===== src/hw/clock_switch_pkg.sv =====
// Purpose: shared constants and types for the glitch-free clock selector.
// Assumes: one 200 MHz sampling clock; both source clocks well below half of it.
// Notes: all stage counts are in edges of the sampled source clocks.
package clock_switch_pkg;

  // sampling clock
  localparam int CLOCK_PERIOD_PS = 5000;  // 200 MHz
  localparam int SYNC_STAGES = 2;  // flip-flops in every pin synchroniser

  // fanout
  localparam int COPY_COUNT = 8;  // identical output copies

  // pins gathered into one synchroniser, bit positions
  localparam int PIN_CLOCK_A = 0;
  localparam int PIN_CLOCK_B = 1;
  localparam int PIN_SELECT = 2;
  localparam int PIN_SELECT_OPEN = 3;
  localparam int PIN_LOSS_A = 4;
  localparam int PIN_LOSS_B = 5;
  localparam int PIN_POR_CHARGED = 6;
  localparam int PIN_RUNT_OFF = 7;
  localparam int PIN_COUNT = 8;

  // switchover stage counts
  localparam logic [2:0] STUCK_PULSES = 3'h4;  // new-clock rises before old is deemed stuck
  localparam logic [2:0] LOW_EDGES = 3'h2;  // new-clock falls spent holding low
  localparam logic [2:0] COUNT_RESET = 3'h0;

  // switchover stages, one-hot
  typedef enum logic [2:0] {
    ST_RUN = 3'h1,  // tracking the current clock
    ST_OLD = 3'h2,  // finishing the old clock's pulse
    ST_LOW = 3'h4   // parked low, waiting on the new clock
  } state_t;

endpackage


===== src/hw/pin_sync.sv =====
// Purpose: two flip-flop synchroniser for a group of asynchronous pins.
// Assumes: each bit is independent; no bus coherency is implied.
// Notes: first stage feeds only the second stage.
`timescale 1ns/1ps
module pin_sync #(
  parameter int WIDTH = clock_switch_pkg::PIN_COUNT
) (
  input wire logic clock,
  input wire logic resetn,
  input wire logic [WIDTH-1:0] pins,
  output logic [WIDTH-1:0] pins_sync
);

  logic [WIDTH-1:0] meta_q;  // may go metastable, read only below

  // two stages give the metastable first stage a full period to settle
  always_ff @(posedge clock or negedge resetn) begin
    if (!resetn) begin
      meta_q <= '0;
      pins_sync <= '0;
    end else begin
      meta_q <= pins;
      pins_sync <= meta_q;
    end
  end

endmodule


===== src/hw/clock_fanout.sv =====
// Purpose: drive eight registered copies of the chosen clock level.
// Assumes: level is already glitch-free at the sampling clock.
// Notes: one flop per copy keeps the copies aligned to the same edge.
`timescale 1ns/1ps
module clock_fanout (
  input wire logic clock,
  input wire logic resetn,
  input wire logic level,
  output logic [clock_switch_pkg::COPY_COUNT-1:0] copies_q
);

  // every copy is its own flop so loads are split between drivers
  for (genvar i = 0; i < clock_switch_pkg::COPY_COUNT; i++) begin : g_copy
    always_ff @(posedge clock or negedge resetn) begin
      if (!resetn) begin
        copies_q[i] <= 1'b0;
      end else begin
        copies_q[i] <= level;
      end
    end
  end

endmodule


===== src/hw/clock_switch.sv =====
// Purpose: two-input clock selector with fanout; with runt suppression on, a switchover never emits a shortened phase.
// Assumes: source clocks are sampled at 200 MHz; pins are asynchronous to clock.
// Notes: the stage counts are small fixed edge counts; the synchroniser delay
// makes the exact number of edges per stage vary, which is harmless.
`timescale 1ns/1ps

module clock_switch (
  input wire logic clock,
  input wire logic resetn,
  input wire logic clock_in_a,  // first source clock
  input wire logic clock_in_b,  // second source clock
  input wire logic select_pin,  // 0 picks a, 1 picks b
  input wire logic select_open,  // high while nothing drives the select pin
  input wire logic signal_loss_a,  // input a swing below the usable limit
  input wire logic signal_loss_b,  // input b swing below the usable limit
  input wire logic power_on_reset_pin,  // high once the reset capacitor has charged
  input wire logic runt_suppression_off,  // strap: reset pin tied to the supply
  output logic [clock_switch_pkg::COPY_COUNT-1:0] clock_out_copies
);

  // synchronised pin group
  logic [clock_switch_pkg::PIN_COUNT-1:0] pins;
  logic [clock_switch_pkg::PIN_COUNT-1:0] pins_s;

  // per-input view, index 0 is a, 1 is b
  logic [1:0] raw_s;  // synced clock levels
  logic [1:0] loss_s;  // synced loss indicators
  logic [1:0] lvl;  // level after the loss hold
  logic [1:0] hold_q;  // last valid level, also the previous sample
  logic [1:0] rise;  // rising edge of lvl
  logic [1:0] fall;  // falling edge of lvl

  // control
  logic sel_eff;  // select after the open-pin default
  logic por_active;  // capacitor still charging
  logic bypass;  // runt suppression switched off
  logic ok;  // switchover logic free to run

  // switchover state
  clock_switch_pkg::state_t state_q;
  clock_switch_pkg::state_t state_d;
  logic cur_q;  // input now driving the outputs
  logic cur_d;
  logic [2:0] cnt_q;  // edges counted in the present stage
  logic [2:0] cnt_d;

  // selected levels and edges
  logic lvl_cur;
  logic lvl_sel;
  logic fall_cur;
  logic rise_new;
  logic fall_new;
  logic out_d;  // level sent to the fanout

  assign pins[clock_switch_pkg::PIN_CLOCK_A] = clock_in_a;
  assign pins[clock_switch_pkg::PIN_CLOCK_B] = clock_in_b;
  assign pins[clock_switch_pkg::PIN_SELECT] = select_pin;
  assign pins[clock_switch_pkg::PIN_SELECT_OPEN] = select_open;
  assign pins[clock_switch_pkg::PIN_LOSS_A] = signal_loss_a;
  assign pins[clock_switch_pkg::PIN_LOSS_B] = signal_loss_b;
  assign pins[clock_switch_pkg::PIN_POR_CHARGED] = power_on_reset_pin;
  assign pins[clock_switch_pkg::PIN_RUNT_OFF] = runt_suppression_off;

  // every pin, select included, crosses through two flops before use
  pin_sync #(
    .WIDTH(clock_switch_pkg::PIN_COUNT)
  ) u_sync (
    .clock(clock),
    .resetn(resetn),
    .pins(pins),
    .pins_sync(pins_s)
  );

  assign raw_s[0] = pins_s[clock_switch_pkg::PIN_CLOCK_A];
  assign raw_s[1] = pins_s[clock_switch_pkg::PIN_CLOCK_B];
  assign loss_s[0] = pins_s[clock_switch_pkg::PIN_LOSS_A];
  assign loss_s[1] = pins_s[clock_switch_pkg::PIN_LOSS_B];

  // an open select pin is pulled high, so input b wins by default
  assign sel_eff = pins_s[clock_switch_pkg::PIN_SELECT_OPEN] |
                   pins_s[clock_switch_pkg::PIN_SELECT];
  assign por_active = ~pins_s[clock_switch_pkg::PIN_POR_CHARGED];
  assign bypass = pins_s[clock_switch_pkg::PIN_RUNT_OFF];
  assign ok = ~por_active & ~bypass;

  // both inputs get the same loss hold and edge detect, so the
  // switchover behaves the same whichever input is primary
  for (genvar i = 0; i < 2; i++) begin : g_input
    // a lost input freezes at its last valid level instead of chattering
    assign lvl[i] = loss_s[i] ? hold_q[i] : raw_s[i];
    assign rise[i] = lvl[i] & ~hold_q[i];
    assign fall[i] = ~lvl[i] & hold_q[i];

    // remember the last valid level
    always_ff @(posedge clock or negedge resetn) begin
      if (!resetn) begin
        hold_q[i] <= 1'b0;
      end else begin
        hold_q[i] <= lvl[i];
      end
    end
  end

  // current, new and directly selected views
  assign lvl_cur = lvl[cur_q];
  assign lvl_sel = lvl[sel_eff];
  assign fall_cur = fall[cur_q];
  assign rise_new = rise[~cur_q];
  assign fall_new = fall[~cur_q];

  // next-state logic for the switchover sequence
  always_comb begin
    state_d = state_q;
    cur_d = cur_q;
    cnt_d = cnt_q;
    if (por_active) begin
      // reset parks the logic on whatever select asks for
      state_d = clock_switch_pkg::ST_RUN;
      cur_d = sel_eff;
      cnt_d = clock_switch_pkg::COUNT_RESET;
    end else if (bypass) begin
      // no suppression: follow select at once
      state_d = clock_switch_pkg::ST_RUN;
      cur_d = sel_eff;
      cnt_d = clock_switch_pkg::COUNT_RESET;
    end else begin
      case (state_q)
        clock_switch_pkg::ST_RUN: begin
          // a change of select opens the sequence
          if (sel_eff != cur_q) begin
            state_d = clock_switch_pkg::ST_OLD;
            cnt_d = clock_switch_pkg::COUNT_RESET;
          end
        end
        clock_switch_pkg::ST_OLD: begin
          if (fall_cur) begin
            // the old pulse has finished cleanly, park low
            state_d = clock_switch_pkg::ST_LOW;
            cnt_d = clock_switch_pkg::COUNT_RESET;
          end else if (rise_new) begin
            // old clock stuck: give up after a few new pulses, whatever
            // level it is stuck at; the 1.5:1 ratio keeps this from firing
            // on a healthy old clock
            if (cnt_q == clock_switch_pkg::STUCK_PULSES - 3'h1) begin
              state_d = clock_switch_pkg::ST_LOW;
              cnt_d = clock_switch_pkg::COUNT_RESET;
            end else begin
              cnt_d = cnt_q + 3'h1;
            end
          end
        end
        clock_switch_pkg::ST_LOW: begin
          // only leave on a new-clock fall so the first tracked phase
          // is a whole low phase
          if (fall_new) begin
            if (cnt_q == clock_switch_pkg::LOW_EDGES - 3'h1) begin
              state_d = clock_switch_pkg::ST_RUN;
              cur_d = ~cur_q;
              cnt_d = clock_switch_pkg::COUNT_RESET;
            end else begin
              cnt_d = cnt_q + 3'h1;
            end
          end
        end
        default: begin
          // illegal code: recover to tracking
          state_d = clock_switch_pkg::ST_RUN;
          cnt_d = clock_switch_pkg::COUNT_RESET;
        end
      endcase
    end
  end

  // stage register
  always_ff @(posedge clock or negedge resetn) begin
    if (!resetn) begin
      state_q <= clock_switch_pkg::ST_RUN;
    end else begin
      state_q <= state_d;
    end
  end

  // current input register; b matches the open-select default
  always_ff @(posedge clock or negedge resetn) begin
    if (!resetn) begin
      cur_q <= 1'b1;
    end else begin
      cur_q <= cur_d;
    end
  end

  // stage edge counter
  always_ff @(posedge clock or negedge resetn) begin
    if (!resetn) begin
      cnt_q <= clock_switch_pkg::COUNT_RESET;
    end else begin
      cnt_q <= cnt_d;
    end
  end

  // output level per stage
  always_comb begin
    if (por_active) begin
      out_d = 1'b0;  // quiet until the logic is known
    end else if (bypass) begin
      out_d = lvl_sel;
    end else begin
      case (state_q)
        clock_switch_pkg::ST_RUN: out_d = lvl_cur;
        clock_switch_pkg::ST_OLD: out_d = lvl_cur;
        clock_switch_pkg::ST_LOW: out_d = 1'b0;
        default: out_d = 1'b0;
      endcase
    end
  end

  // registered fanout of the chosen level
  clock_fanout u_fanout (
    .clock(clock),
    .resetn(resetn),
    .level(out_d),
    .copies_q(clock_out_copies)
  );
endmodule


===== config.mk =====
export PLATFORM = sky130hd
export DESIGN_NAME = clock_switch
export DESIGN_NICKNAME = d
export VERILOG_FILES = /design/src/hw/clock_switch_pkg.sv /design/src/hw/pin_sync.sv /design/src/hw/clock_fanout.sv /design/src/hw/clock_switch.sv
export SDC_FILE = /design/constraint.sdc
export NUM_CORES = 1
export LEC_CHECK = 0
export BUFFER_PORTS_ARGS = -buffer_cell sky130_fd_sc_hd__buf_2
export CELL_PAD_IN_SITES_DETAIL_PLACEMENT = 1
export CELL_PAD_IN_SITES_GLOBAL_PLACEMENT = 1
export CORE_ASPECT_RATIO = 1.75
export CORE_MARGIN = 8
export CORE_UTILIZATION = 44
export CTS_CLUSTER_SIZE = 16
export DETAILED_ROUTE_END_ITERATION = 16
export PLACE_DENSITY = 0.86
export SLEW_MARGIN = 20
export SYNTH_ARGS = -nofsm -noshare
export SYNTH_HDL_FRONTEND = slang
export SYNTH_SLANG_ARGS = --single-unit

===== constraint.sdc =====
create_clock -name clock -period 2.7 [get_ports clock]
set_clock_uncertainty 0.2 [all_clocks]
set_input_delay 0.54 -clock clock [delete_from_list [all_inputs] [get_ports clock]]
set_output_delay 0.54 -clock clock [all_outputs]
set_load 0.01 [all_outputs]

==> results.md <==
- Placed cell count: 132
- Die Ht: 85.0 um
- HP Class: input port to async pin
- Worst Path Max Fanout: 10
- Post-CTS setup buffers: 0
- Seq cells post-synth: 26
- Largest net degree at the start of global routing: 27
- Final WL: 2270 um
- GRT overflow: 0
- Share of cells above drive strength 1: 31.2%
- Post-route setup slack: 483 ps
- Sequential-to-total area share from yosys stat: 54.5%
- TritonCTS clock tree: done
- I/O pins: 18
- Warnings from Yosys: 0
- Initial antenna violation count: 0
- H-tree depth reported by CTS: 1
- Ant. Diodes: 0
- Die W: 55.4 um
- Clk slew on worst S/H paths: 90 ps
- Internal power: 668 uW
- Pre-antenna DRT Iters: 4
- Tmin final: 2220 ps
- Clock buffer depth: 2
- Area of the die: 0.00471 mm^2
- Initial Util: 45.0%
- I/O Buffers: 17
- Cts-stage hold buffer count: 0
- Synthesis-to-layout area growth: 10.2%
- WL per Instance: 16.7 um
- Adder-cell area share of the yosys netlist: 4.18%
- Final cell count without fillers: 136
- Endpoint arrival time on the critical path: 2160 ps
- Comb power frac: 13.1%
- Final setup viols: 0
- Sw power: 204 uW
- First-pass GRT wire length: 3960 um
- Actual slew at the worst max-slew pin: 550 ps
- CORE AREA: 0.00266 mm^2
- Final Hold Vio Count: 0
- Clock root buffer: clkbuf_8
- Mean Syn Cell Area: 12.5 um^2
- Switching share of power: 23.4%
- Worst VDD drop: 446 uV
- Synth Area in XOR/XNOR: 0.731%
- Multiplexer area fraction after synthesis: 8.15%
- DR vias/cell: 5.57
- Fmax: 451 MHz
- Clock Sinks: 26
- Num CTS Buffers: 3
- Power per cell area: 660 mW/mm^2
- Initial DRC Count: 6
- All-layer global routing usage: 10.3%
- Maxcap violations: 0
- CP startpoint kind: register
- Final worst-path cycle share: 82.1%
- Setup TNS: 0 ps
- Slew headroom: 63.4%
- Critical path class: register to register
- Resized cells post-CTS: 0
- Post-DP HPWL: 1840 um
- Via count: 758
- Row Count: 25
- DP Worst Slack: 479 ps
- Syn Nets: 110
- Outcome: finished clean
- Register share of total power: 51.0%
- Main combinational cell family by area after synthesis: simple AND/OR/NAND/NOR gates
- RSZ-0062 raised after global routing: no
- Endpoint type of the worst setup path: register
- Final Cell Area: 0.00132 mm^2
- Post-Synthesis Cells: 96
- Nets: 124
- Synth Area in Compound Gates: 8.99%
- Cell area after placement: 0.00125 mm^2
- Placer Congestion: 0.781
- Clk network pwr share: 35.9%
- Routed Antenna Nets: 0
- Number of global-route vias before repair: 847
- P_leak: 0.618 nW
- Mapped cell area: 0.00120 mm^2
- Yosys cell types: 35
- Drc violations: 0
- Crit path required time: 2650 ps
- Worst-Skew Late Latency: 270 ps
- Final Max Slew Viols: 0
- Synth Area in Simple Gates: 15.6%
-- power groups by stage --
stage                     logic [mW]  registers, mW  clock network (mW)
after floorplan                0.105          0.441                   0
after global placement         0.111          0.447                   0
after detailed placement       0.117          0.452                   0
after CTS                      0.118          0.444               0.324
after global routing           0.126          0.449               0.341
final                          0.114          0.444               0.313
-- final cells by class --
| cell class | instances | area [um^2] |
|---|---|---|
| Clock buffer | 3 | 41.3 |
| Inverter | 5 | 18.8 |
| Timing Repair Buffer | 18 | 92.6 |
| Sequential cell | 26 | 653 |
| Fill cell | 281 | 1340 |
| Multi-Input combinational cell | 56 | 450 |
| Clock inverter | 1 | 30.0 |
| Tap cell | 27 | 33.8 |
-- path summary, 6_finish.rpt --
path / startpoint / endpoint / slack [ps] / cells past startpoint
setup / recovery: u_sync.pins_sync[7] / state_q[1] / 480 / 5
max in group asynchronous: resetn / state_q[0] / 1880 / 1
hold reg to reg: u_sync.meta_q[6] / u_sync.pins_sync[6] / 150 / 0
min in group clock: u_sync.meta_q[6] / u_sync.pins_sync[6] / 150 / 0
setup reg to reg: u_sync.pins_sync[7] / state_q[1] / 480 / 5
hold / removal: resetn / u_sync.meta_q[1] / 40 / 1
-- flip-flops by register name, indices dropped and copies added (netlist names) --
name and cells:
hold_q 2, cur_q 1, u_fanout.copies_q 1, state_q 3, u_sync.meta_q 8, u_sync.pins_sync 8, cnt_q 3
-- metrics by stage --
| stage | total power, mW | hold WS (ps) | utilization, % |
|---|---|---|---|
| 2_1_floorplan | 0.546 | 44.4 | - |
| 3_3_place_gp | 0.558 | 132 | 47.0 |
| 3_5_place_dp | 0.568 | 136 | 47.0 |
| 4_1_cts | 0.886 | 59.7 | 49.6 |
| 5_1_grt | 0.916 | 96.4 | 49.6 |
| 6_report | 0.871 | 44.4 | 49.6 |
-- kinds of logic after synthesis --
group           after synthesis
fa+ha+maj                     4
buf+inv                      14
xor+xnor                      1
flops                        26
mux                           9
simple gates                 30
compound gates               12
-- critical path, cell delays in order, from the launching register on --
cell	delay (ps)
dfrtp_1	410
nand2b_1	360
nor4_1	470
o32ai_2	200
nand3_2	130
mux2_1	330
-- cells in the mapped netlist (all sizes together) --
library cell   n  share of area (%)
a32oi          1               0.73
xnor2          1               0.73
o21ai          2               0.84
o2bb2ai        1               0.73
a32o           1               0.84
a21oi          1               0.42
or3b           1               0.94
a211oi         2                1.3
and3           1               0.52
dfrtp         24                 50
o31ai          1                1.8
inv            5                1.6
mux2i          3                2.5
mux2           6                5.6
nand2          2               0.84
dfstp          2                4.4
nand3          1               0.84
nand4          1               0.52
buf            9                6.3
nand2b         3                1.6
nor2          10                3.1
o22ai          1               0.52
or2            1               0.52
nor2b          1               0.52
nor3           1               0.42
a31oi          1               0.52
o32ai          1                1.4
ha             4                4.2
nor4           6                3.7
nor3b          2                2.1
-- routing by layer --
metal	GRT usage (%)	wire, um	up-vias
li1	-	-	358
met1	9.82	805	383
met2	19.6	1340	11
met3	2.69	63	6
met4	4.95	63	0
met5	0	0	-
-- cell usage in the layout, fill, tap and decap left out --
| cell | n |
|---|---|
| o21ai_1 | 1 |
| bufinv_16 | 1 |
| o31ai_4 | 1 |
| buf_2 | 17 |
| nor2b_1 | 1 |
| nor4_2 | 1 |
| inv_1 | 5 |
| o21ai_0 | 1 |
| and3_1 | 1 |
| dfrtp_1 | 24 |
| o22ai_1 | 1 |
| nor3_1 | 1 |
| nand2_1 | 1 |
| mux2i_1 | 3 |
| or3b_4 | 1 |
| clkbuf_8 | 3 |
| nor3b_2 | 2 |
| nor4_1 | 5 |
| xnor2_1 | 1 |
| buf_4 | 1 |
| a21oi_1 | 1 |
| dfstp_2 | 2 |
| or2_2 | 1 |
| nand3_2 | 1 |
| mux2_1 | 5 |
| nand4_1 | 1 |
| nand2_2 | 1 |
| a32o_1 | 1 |
| a32oi_1 | 1 |
| o2bb2ai_1 | 1 |
| a31oi_1 | 1 |
| a211oi_1 | 2 |
| nand2b_1 | 3 |
| mux2_2 | 1 |
| nor2_1 | 10 |
| o32ai_2 | 1 |
| ha_1 | 4 |
No activity file was read; power rests on OpenSTA's default activity.
